File: src/rtl/asp_regs.svh
// Register indices, field positions, reset values and timing constants of the serial port
`ifndef ASP_REGS_SVH
`define ASP_REGS_SVH

// Register indices; the byte address is four times the index
`define ASP_IDX_CTRL 8'h98
`define ASP_IDX_DATA 8'h99
`define ASP_IDX_IEN 8'h9A
`define ASP_IDX_RELOAD 8'h9B

// Control register fields
`define ASP_B_MODE 7
`define ASP_B_FIXED 6
`define ASP_B_MCE 5
`define ASP_B_REN 4
`define ASP_B_TB8 3
`define ASP_B_RB8 2
`define ASP_B_TI 1
`define ASP_B_RI 0

// Reset values
`define ASP_CTRL_RESET 8'h40
`define ASP_CTRL_FIXED 8'h40
`define ASP_RELOAD_RESET 8'hF0

// Timer overflow value and last data bit index
`define ASP_TMR_TOP 8'hFF
`define ASP_LAST_BIT 3'h7

`endif

File: src/rtl/asp_pkg.sv
// Shared types of the serial port ends
package asp_pkg;
   typedef enum logic [2:0] {
      ASP_IDLE  = 3'h0,
      ASP_START = 3'h1,
      ASP_DATA  = 3'h2,
      ASP_NINTH = 3'h3,
      ASP_STOP  = 3'h4,
      ASP_FIN   = 3'h5
   } asp_state_t;
endpackage

File: src/rtl/asp_ser_if.sv
// Serial line pair between the device end and the remote end
`timescale 1ns/100ps
interface asp_ser_if;
   logic serial_tx_line; // Device to remote
   logic serial_rx_line; // Remote to device
   modport dev (output serial_tx_line, input serial_rx_line);
   modport far (output serial_rx_line, input serial_tx_line);
endinterface

File: src/rtl/asp_dev.sv
// Device end of the serial port: Avalon-MM register slave, transmitter and receiver
// What this block does
// - Mode bit selects 8-bit or 9-bit framing
// - 8-bit frame: start, eight data LSB first, stop
// - Data buffer write loads and starts transmission
// - Transmit flag set at stop bit start
// - Receiver accepts characters only while enabled
// - 8-bit load: flag clear, stop checked if enabled
// - Failed conditions leave buffer, ninth, flag unchanged
// - Overrun keeps first byte, drops later ones
// - 9-bit frame adds programmable ninth bit
// - Ninth transmit field used only in 9-bit
// - 9-bit load: stop ignored, ninth filtered
// - Interrupt when enabled and either flag set
// - Receive flag set at stop sampling
// - Hardware only sets flags; software clears
// - Control bit 6 reads one, ignores writes
// - Master sends addresses ninth=1, data ninth=0
// - Slave software toggles filter around messages
// - Bit ticks are timer overflows divided by two
// - Receive timer reloads on start detection
//
// Implementation choice: the Avalon-MM interface to the registers.
`timescale 1ns/100ps
`include "asp_regs.svh"
module asp_dev (
   input wire logic ref_clk, // 20 MHz clock
   input wire logic resetn, // Asynchronous reset
   input wire logic [9:0] avs_address, // Byte address
   input wire logic avs_read, // Read request
   input wire logic avs_write, // Write request
   input wire logic [31:0] avs_writedata, // Write data
   input wire logic [3:0] avs_byteenable, // Byte lanes
   output logic [31:0] avs_readdata, // Read data
   output logic avs_waitrequest, // Stall
   output logic irq, // Interrupt request
   asp_ser_if.dev ser // Serial lines
);

   // ----------------------------------------
   // Register slave
   // ----------------------------------------
   logic [7:0] ctrl_reg, ctrl_next;
   logic ien_reg, ien_next;
   logic [7:0] rld_reg, rld_next;
   logic wait_reg, wait_next;
   logic [31:0] rdata_reg, rdata_next;
   logic irq_reg, irq_next;
   logic [7:0] idx;
   logic tx_go;
   logic ti_set;
   logic rx_load;
   logic rx_rb8;
   logic [7:0] rx_buf_reg, rx_buf_next;

   always_comb begin
      idx = avs_address[9:2];
      ctrl_next = ctrl_reg;
      ien_next = ien_reg;
      rld_next = rld_reg;
      rdata_next = rdata_reg;
      tx_go = 1'b0;
      // One wait state: the answer stands at the second edge of each request
      wait_next = !((avs_read || avs_write) && wait_reg);
      if (avs_read && wait_reg) begin
         unique case (idx)
            `ASP_IDX_CTRL: rdata_next = {24'h000000, ctrl_reg | `ASP_CTRL_FIXED};
            `ASP_IDX_DATA: rdata_next = {24'h000000, rx_buf_reg};
            `ASP_IDX_IEN: rdata_next = {31'h00000000, ien_reg};
            `ASP_IDX_RELOAD: rdata_next = {24'h000000, rld_reg};
            default: rdata_next = 32'h00000000;
         endcase
      end
      if (avs_write && !wait_reg && avs_byteenable[0]) begin
         unique case (idx)
            `ASP_IDX_CTRL: ctrl_next = avs_writedata[7:0] | `ASP_CTRL_FIXED;
            `ASP_IDX_DATA: tx_go = 1'b1;
            `ASP_IDX_IEN: ien_next = avs_writedata[0];
            `ASP_IDX_RELOAD: rld_next = avs_writedata[7:0];
            default: ;
         endcase
      end
      // Hardware sets after the software write so that a set in the clearing cycle wins
      if (rx_load) begin
         ctrl_next[`ASP_B_RB8] = rx_rb8;
         ctrl_next[`ASP_B_RI] = 1'b1;
      end
      if (ti_set) begin
         ctrl_next[`ASP_B_TI] = 1'b1;
      end
      irq_next = ien_reg && (ctrl_reg[`ASP_B_TI] || ctrl_reg[`ASP_B_RI]);
   end

   always_ff @(posedge ref_clk or negedge resetn) begin
      if (!resetn) begin
         ctrl_reg <= `ASP_CTRL_RESET;
         ien_reg <= 1'b0;
         rld_reg <= `ASP_RELOAD_RESET;
         wait_reg <= 1'b1;
         rdata_reg <= 32'h00000000;
         irq_reg <= 1'b0;
      end else begin
         ctrl_reg <= ctrl_next;
         ien_reg <= ien_next;
         rld_reg <= rld_next;
         wait_reg <= wait_next;
         rdata_reg <= rdata_next;
         irq_reg <= irq_next;
      end
   end

   assign avs_waitrequest = wait_reg;
   assign avs_readdata = rdata_reg;
   assign irq = irq_reg;

   // ----------------------------------------
   // Transmitter
   // ----------------------------------------
   asp_pkg::asp_state_t tst_reg, tst_next;
   logic [7:0] ttmr_reg, ttmr_next;
   logic thalf_reg, thalf_next;
   logic [2:0] tcnt_reg, tcnt_next;
   logic [7:0] tsh_reg, tsh_next;
   logic tnin_reg, tnin_next;
   logic tline_reg, tline_next;
   logic ttick;

   always_comb begin
      ttmr_next = (ttmr_reg == `ASP_TMR_TOP) ? rld_reg : ttmr_reg + 8'h01;
      thalf_next = (ttmr_reg == `ASP_TMR_TOP) ? !thalf_reg : thalf_reg;
      ttick = (ttmr_reg == `ASP_TMR_TOP) && thalf_reg;
      tst_next = tst_reg;
      tcnt_next = tcnt_reg;
      tsh_next = tsh_reg;
      tnin_next = tnin_reg;
      tline_next = tline_reg;
      ti_set = 1'b0;
      if (tx_go) begin
         // A write during a frame restarts it with the new byte
         tst_next = asp_pkg::ASP_START;
         tsh_next = avs_writedata[7:0];
         tnin_next = ctrl_reg[`ASP_B_TB8];
         tline_next = 1'b1;
      end else if (ttick) begin
         unique case (tst_reg)
            asp_pkg::ASP_IDLE: ;
            asp_pkg::ASP_START: begin
               tline_next = 1'b0;
               tcnt_next = 3'h0;
               tst_next = asp_pkg::ASP_DATA;
            end
            asp_pkg::ASP_DATA: begin
               tline_next = tsh_reg[0];
               tsh_next = {1'b0, tsh_reg[7:1]};
               tcnt_next = tcnt_reg + 3'h1;
               if (tcnt_reg == `ASP_LAST_BIT) begin
                  tst_next = ctrl_reg[`ASP_B_MODE] ? asp_pkg::ASP_NINTH : asp_pkg::ASP_STOP;
               end
            end
            asp_pkg::ASP_NINTH: begin
               tline_next = tnin_reg;
               tst_next = asp_pkg::ASP_STOP;
            end
            asp_pkg::ASP_STOP: begin
               tline_next = 1'b1;
               ti_set = 1'b1;
               tst_next = asp_pkg::ASP_FIN;
            end
            asp_pkg::ASP_FIN: tst_next = asp_pkg::ASP_IDLE;
            default: tst_next = asp_pkg::ASP_IDLE;
         endcase
      end
   end

   always_ff @(posedge ref_clk or negedge resetn) begin
      if (!resetn) begin
         tst_reg <= asp_pkg::ASP_IDLE;
         ttmr_reg <= 8'h00;
         thalf_reg <= 1'b0;
         tcnt_reg <= 3'h0;
         tsh_reg <= 8'h00;
         tnin_reg <= 1'b0;
         tline_reg <= 1'b1;
      end else begin
         tst_reg <= tst_next;
         ttmr_reg <= ttmr_next;
         thalf_reg <= thalf_next;
         tcnt_reg <= tcnt_next;
         tsh_reg <= tsh_next;
         tnin_reg <= tnin_next;
         tline_reg <= tline_next;
      end
   end

   assign ser.serial_tx_line = tline_reg;

   // ----------------------------------------
   // Receiver
   // ----------------------------------------
   asp_pkg::asp_state_t rst_reg, rst_next;
   logic s1_reg, s2_reg, s3_reg;
   logic rlvl_reg, rlvl_next;
   logic rprev_reg;
   logic [7:0] rtmr_reg, rtmr_next;
   logic rhalf_reg, rhalf_next;
   logic [2:0] rcnt_reg, rcnt_next;
   logic [7:0] rsh_reg, rsh_next;
   logic rnin_reg, rnin_next;
   logic rsamp;
   logic rok;

   always_comb begin
      // Level changes only once the second and third stages agree
      rlvl_next = (s2_reg == s3_reg) ? s3_reg : rlvl_reg;
      rtmr_next = (rtmr_reg == `ASP_TMR_TOP) ? rld_reg : rtmr_reg + 8'h01;
      rhalf_next = (rtmr_reg == `ASP_TMR_TOP) ? !rhalf_reg : rhalf_reg;
      // First overflow after the start edge is half a bit in, then every bit
      rsamp = (rtmr_reg == `ASP_TMR_TOP) && !rhalf_reg;
      rst_next = rst_reg;
      rcnt_next = rcnt_reg;
      rsh_next = rsh_reg;
      rnin_next = rnin_reg;
      rx_buf_next = rx_buf_reg;
      rx_load = 1'b0;
      rx_rb8 = 1'b0;
      rok = 1'b0;
      if (!ctrl_reg[`ASP_B_REN]) begin
         rst_next = asp_pkg::ASP_IDLE;
      end else if (rst_reg == asp_pkg::ASP_IDLE) begin
         if (rprev_reg && !rlvl_reg) begin
            rtmr_next = rld_reg;
            rhalf_next = 1'b0;
            rst_next = asp_pkg::ASP_START;
         end
      end else if (rsamp) begin
         unique case (rst_reg)
            asp_pkg::ASP_START: begin
               rcnt_next = 3'h0;
               rst_next = rlvl_reg ? asp_pkg::ASP_IDLE : asp_pkg::ASP_DATA;
            end
            asp_pkg::ASP_DATA: begin
               rsh_next = {rlvl_reg, rsh_reg[7:1]};
               rcnt_next = rcnt_reg + 3'h1;
               if (rcnt_reg == `ASP_LAST_BIT) begin
                  rst_next = ctrl_reg[`ASP_B_MODE] ? asp_pkg::ASP_NINTH : asp_pkg::ASP_STOP;
               end
            end
            asp_pkg::ASP_NINTH: begin
               rnin_next = rlvl_reg;
               rst_next = asp_pkg::ASP_STOP;
            end
            asp_pkg::ASP_STOP: begin
               if (ctrl_reg[`ASP_B_MODE]) begin
                  rx_rb8 = rnin_reg;
                  rok = !ctrl_reg[`ASP_B_RI] && (!ctrl_reg[`ASP_B_MCE] || rnin_reg);
               end else begin
                  rx_rb8 = rlvl_reg;
                  rok = !ctrl_reg[`ASP_B_RI] && (!ctrl_reg[`ASP_B_MCE] || rlvl_reg);
               end
               // With the flag still set the buffer keeps the first byte
               if (rok) begin
                  rx_buf_next = rsh_reg;
                  rx_load = 1'b1;
               end
               rst_next = asp_pkg::ASP_IDLE;
            end
            default: rst_next = asp_pkg::ASP_IDLE;
         endcase
      end
   end

   always_ff @(posedge ref_clk or negedge resetn) begin
      if (!resetn) begin
         rst_reg <= asp_pkg::ASP_IDLE;
         s1_reg <= 1'b1;
         s2_reg <= 1'b1;
         s3_reg <= 1'b1;
         rlvl_reg <= 1'b1;
         rprev_reg <= 1'b1;
         rtmr_reg <= 8'h00;
         rhalf_reg <= 1'b0;
         rcnt_reg <= 3'h0;
         rsh_reg <= 8'h00;
         rnin_reg <= 1'b0;
         rx_buf_reg <= 8'h00;
      end else begin
         rst_reg <= rst_next;
         s1_reg <= ser.serial_rx_line;
         s2_reg <= s1_reg;
         s3_reg <= s2_reg;
         rlvl_reg <= rlvl_next;
         rprev_reg <= rlvl_reg;
         rtmr_reg <= rtmr_next;
         rhalf_reg <= rhalf_next;
         rcnt_reg <= rcnt_next;
         rsh_reg <= rsh_next;
         rnin_reg <= rnin_next;
         rx_buf_reg <= rx_buf_next;
      end
   end

endmodule

File: src/flat_wrapper.sv
// flat-port wrapper written by rule: the top's interface ports become plain ports
module asp_dev_flat 
  (ref_clk, resetn, avs_address, avs_read, avs_write, avs_writedata, avs_byteenable, avs_readdata, avs_waitrequest, irq, ser_serial_tx_line, ser_serial_rx_line);
  asp_ser_if ser_i ();
  input wire logic ref_clk;
  input wire logic resetn;
  input wire logic [9:0] avs_address;
  input wire logic avs_read;
  input wire logic avs_write;
  input wire logic [31:0] avs_writedata;
  input wire logic [3:0] avs_byteenable;
  output logic [31:0] avs_readdata;
  output logic avs_waitrequest;
  output logic irq;
  output wire logic [$bits(ser_i.serial_tx_line)-1:0] ser_serial_tx_line;
  input wire logic [$bits(ser_i.serial_rx_line)-1:0] ser_serial_rx_line;
  assign ser_serial_tx_line = ser_i.serial_tx_line;
  assign ser_i.serial_rx_line = ser_serial_rx_line;
  asp_dev u_core (.ref_clk(ref_clk), .resetn(resetn), .avs_address(avs_address), .avs_read(avs_read), .avs_write(avs_write), .avs_writedata(avs_writedata), .avs_byteenable(avs_byteenable), .avs_readdata(avs_readdata), .avs_waitrequest(avs_waitrequest), .irq(irq), .ser(ser_i));
endmodule
File: config.mk
export PLATFORM = sky130hd
export DESIGN_NAME = asp_dev_flat
export DESIGN_NICKNAME = d
export VERILOG_FILES = /design/src/rtl/asp_pkg.sv /design/src/rtl/asp_ser_if.sv /design/src/rtl/asp_dev.sv /design/src/flat_wrapper.sv
export VERILOG_INCLUDE_DIRS = /design/src /design/src/rtl
export SDC_FILE = /design/constraint.sdc
export NUM_CORES = 1
export LEC_CHECK = 0
export BUFFER_PORTS_ARGS = -buffer_cell sky130_fd_sc_hd__clkbuf_2
export CAP_MARGIN = 15
export CORE_MARGIN = 4
export CORE_UTILIZATION = 45
export CTS_CLUSTER_DIAMETER = 100
export CTS_CLUSTER_SIZE = 8
export DETAILED_ROUTE_END_ITERATION = 10
export PLACE_DENSITY = 0.78
export SLEW_MARGIN = 30
export SYNTH_ARGS = -nofsm -noshare
export SYNTH_HDL_FRONTEND = slang
export SYNTH_SLANG_ARGS = --single-unit
File: constraint.sdc
create_clock -name ref_clk -period 2.48 [get_ports ref_clk]
set_input_delay 0.248 -clock ref_clk [delete_from_list [all_inputs] [get_ports ref_clk]]
set_output_delay 0.248 -clock ref_clk [all_outputs]
set_load 0.03 [all_outputs]
==> parameters.txt <==
Parameter                              Value

Outcome
  Run status    finished clean

Finish
  Commonest cells after routing, fill and taps aside    sky130_fd_sc_hd__dfrtp_1, sky130_fd_sc_hd__nand2_1, sky130_fd_sc_hd__mux2_2
  Number of antenna repair diodes    0
  Most common cell after layout, fill and taps aside    sky130_fd_sc_hd__dfrtp_1
  Area growth syn-to-layout    10.2%
  FILL cells    819
  Total number of nets in the final design    488
  Share of cells above drive strength 1    27.1%

Logic synthesis
  Cells after Synth    393
  Post-synth EDFFs    0
  Synthesis Warnings    0
  Asr flop ratio synth    100%
  Sequential fraction of the synthesis area    50.7%
  #FFs+latches synth    just under 90
  Number of unique standard cell types used by synthesis    59
  Synthesized area per cell    11.1 µm²
  Primary FF master, synth    sky130_fd_sc_hd__dfrtp_1
  Synthesized area    4370 µm²

Critical path
  WP data required    around 2.7 ns
  Crit path buffers/inverters    0
  Critical Path AT    between 2 and 3 ns
  Critical path cell sequence    ha_1 > nand2_1 > nor2_1 > ha_2 > and2_2 > nand2_2 > a21oi_4 > mux2_2
  Endpoint type of the worst setup path    flop
  Critical path class    flop to flop
  Worst Setup Start Kind    flop
  Max stage delay cell, worst path    sky130_fd_sc_hd__dfrtp_1
  Largest stage delay, worst path    0.42 ns
  Gate family responsible for the most delay along the worst path    simple AND/OR/NAND/NOR gates
  Maximum fanout encountered on the critical timing path    6

Power
  Total leakage power    approximately 0.0022 µW
  Combinational group share of total power    10.8%
  Highest ir drop seen on vdd    451 µV
  Share of power burned in registers    52.8%
  Net switching fraction of the power    25.1%
  Net Sw Power    between 700 and 800 µW
  Cell internal power dissipation    roughly 2300 µW
  Total power divided by cell area    623 nW/µm²
  Portion of total power attributed to the clock network    36.4%

STA
  WHS    0.0651 ns
  Crit path time final    2.28 ns
  Worst path setup slack after routing    about 0.2 ns
  RSZ-0062 raised after global routing    no
  Setup clock skew after layout    0.0126 ns
  Worst slew margin relative to its limit    roughly 58%
  Final setup TNS    0 ns
  Final setup fails    0
  Max Clock Freq    0.439 GHz
  Final Hold Vio Count    0
  Ratio of final minimum period to clock period    91.9%
  Slew Viols, Final    0
  Worst-Margin Slew    0.617 ns

CTS
  Sinks on the clock net    slightly below 90
  CTS tree    done
  Max Root-Sink Buffers    2
  Number of levels in the clock H-tree    3
  Clk Tree Root Cell    sky130_fd_sc_hd__clkbuf_8
  Clk pin slew, worst setup/hold paths    0.08 ns
  Total clock buffers created by CTS    9
  Clock network latency to the later pin of the worst-skew pair    0.36 ns

Routing
  Drt wl/cell    about 16 µm
  DRC violation count after routing    0
  Average via count per standard cell    5.24
  Total number of vias    2,958
  Initial drt markers    199
  Number of nets with antenna violations after detailed routing    0
  Count of TritonRoute iterations in the first routing pass    4
  Drt total wl    8910 µm

Global routing
  Met1 layer usage reported by global route    20.2%
  Largest net degree at the start of global routing    between 40 and 50
  Number of antenna violations at the first check in global routing    0
  Number of global-route vias before repair    2,902
  Met2 layer usage reported by global route    28.1%
  Total routing resource utilization after global routing    16.3%
  GR met3 Demand/Resource    under 10%
  Global-route wire length before repair    between 10,000 and 15,000 µm
  Grt peak-use layer    met2
  Total congestion overflow after global routing    0

Place
  Pre-CTS WS    ~0.012 ns
  Number of buffer cells added on primary ports    32
  Estimated wirelength of the detail-placed design    6390 µm
  Gpl congestion    0.809

Floorplanning
  Starting density of the core    46.7%
  Die outline width    approximately 110 µm
  Die span in y    107 µm
  Number of primary I/O pins    86
  Num rows    35
  Placeable Area    roughly 9400 µm²
  Die area    11,400 µm²

Flow run
  Number of maximum-capacitance constraint violations    0

Min path
  Worst Hold Class    input pin to flop
==> Yosys cell counts, drive strengths merged (2+ instances only) <==
master / n / share of area (%)
dfrtp: 77 / 44
nand3: 11 / 1.3
buf: 36 / 6.0
dfstp: 11 / 6.6
xor2: 7 / 1.4
o22ai: 2 / 0.29
and4: 5 / 1.1
and3: 4 / 0.60
and2: 5 / 0.77
a31oi: 5 / 0.72
nor2b: 6 / 0.86
o21ai: 20 / 2.3
nand3b: 2 / 0.34
a22oi: 6 / 1.0
nand2b: 2 / 0.29
a22o: 4 / 0.80
xnor2: 6 / 1.2
nand2: 51 / 4.4
mux2: 37 / 9.5
ha: 7 / 2.0
nor3b: 2 / 0.34
nor4b: 3 / 0.89
nor2: 16 / 1.4
inv: 8 / 0.69
nand4: 8 / 1.1
a21oi: 12 / 1.6
mux2i: 12 / 2.7
a21boi: 6 / 1.0
o2111ai: 2 / 0.40
clkbuf: 2 / 0.17
==> worst paths after layout <==
| check | start | endpoint | slack, ns | cells after the start |
|---|---|---|---|---|
| min in group asynchronous | resetn | u_core.rx_buf_reg[4] | 0.40 | 2 |
| setup / recovery | u_core.rtmr_reg[0] | u_core.rx_buf_reg[6] | 0.20 | 8 |
| hold / removal | avs_read | u_core.avs_waitrequest | 0.07 | 2 |
| hold reg to reg | u_core.s1_reg | u_core.s2_reg | 0.36 | 0 |
| setup reg to reg | u_core.rtmr_reg[0] | u_core.rx_buf_reg[6] | 0.20 | 8 |
| max in group asynchronous | resetn | u_core.s3_reg | 1.39 | 3 |
==> logic make-up after synthesis <==
logic type                 after synthesis  share of synthesized area, %
xor gates and xnor gates                13                          2.60
buffers and inverters                   46                          6.89
muxes                                   50                          12.8
other                                    1                        0.0857
adders and majority gates                8                          2.23
and+or+nand+nor                        123                          15.0
AOI/OAI and AO/OA                       64                          9.78
DFF                                     88                          50.7
==> power by group through the flow <==
stage | clock [µW] | combinational (µW) | sequential, µW
after floorplan | 0 | 260 | 1600
after CTS | 1110 | 325 | 1590
after global routing | 1180 | 361 | 1600
after detailed placement | 0 | 320 | 1610
final | 1100 | 324 | 1590
after global placement | 0 | 305 | 1610
==> layout make-up <==
type	count	area (µm²)	area share, %
Clock buffer	11	141	2.93
Timing Repair Buffer	40	228	4.72
Multi-Input combinational cell	283	1970	40.8
Inverter	8	30.0	0.623
Sequential cell	88	2220	46.0
Tap cell	129	161	3.35
Clock inverter	5	80.1	1.66
==> per-stage QoR <==
stage / total power [µW] / instance area, µm² / std cells / utilization (%)
4_1_cts: 3020 / 4810 / 564 / 51.3
2_1_floorplan: 1860 / 4460 / 416 / -
6_report: 3010 / 4820 / 564 / 51.5
5_1_grt: 3140 / 4820 / 564 / 51.5
3_5_place_dp: 1930 / 4550 / 544 / 48.6
3_3_place_gp: 1910 / 4550 / 544 / 48.6
==> routing by layer <==
| layer | part of all wire (%) | up-vias |
|---|---|---|
| li1 | - | 1412 |
| met1 | 43 | 1454 |
| met2 | 51 | 69 |
| met3 | 3.0 | 23 |
| met4 | 2.6 | 0 |
| met5 | 0 | - |
==> timing repair <==
item | CTS | global route
gates resized for setup | 0 | 5
cloned | 1 | 0
endpoints found under the setup margin | 8 | 9
endpoints found under the hold margin | 35 | 0
buffers inserted | 1 | 0
hold buffers | 2 | 0
(Power assumes the default switching activity.)
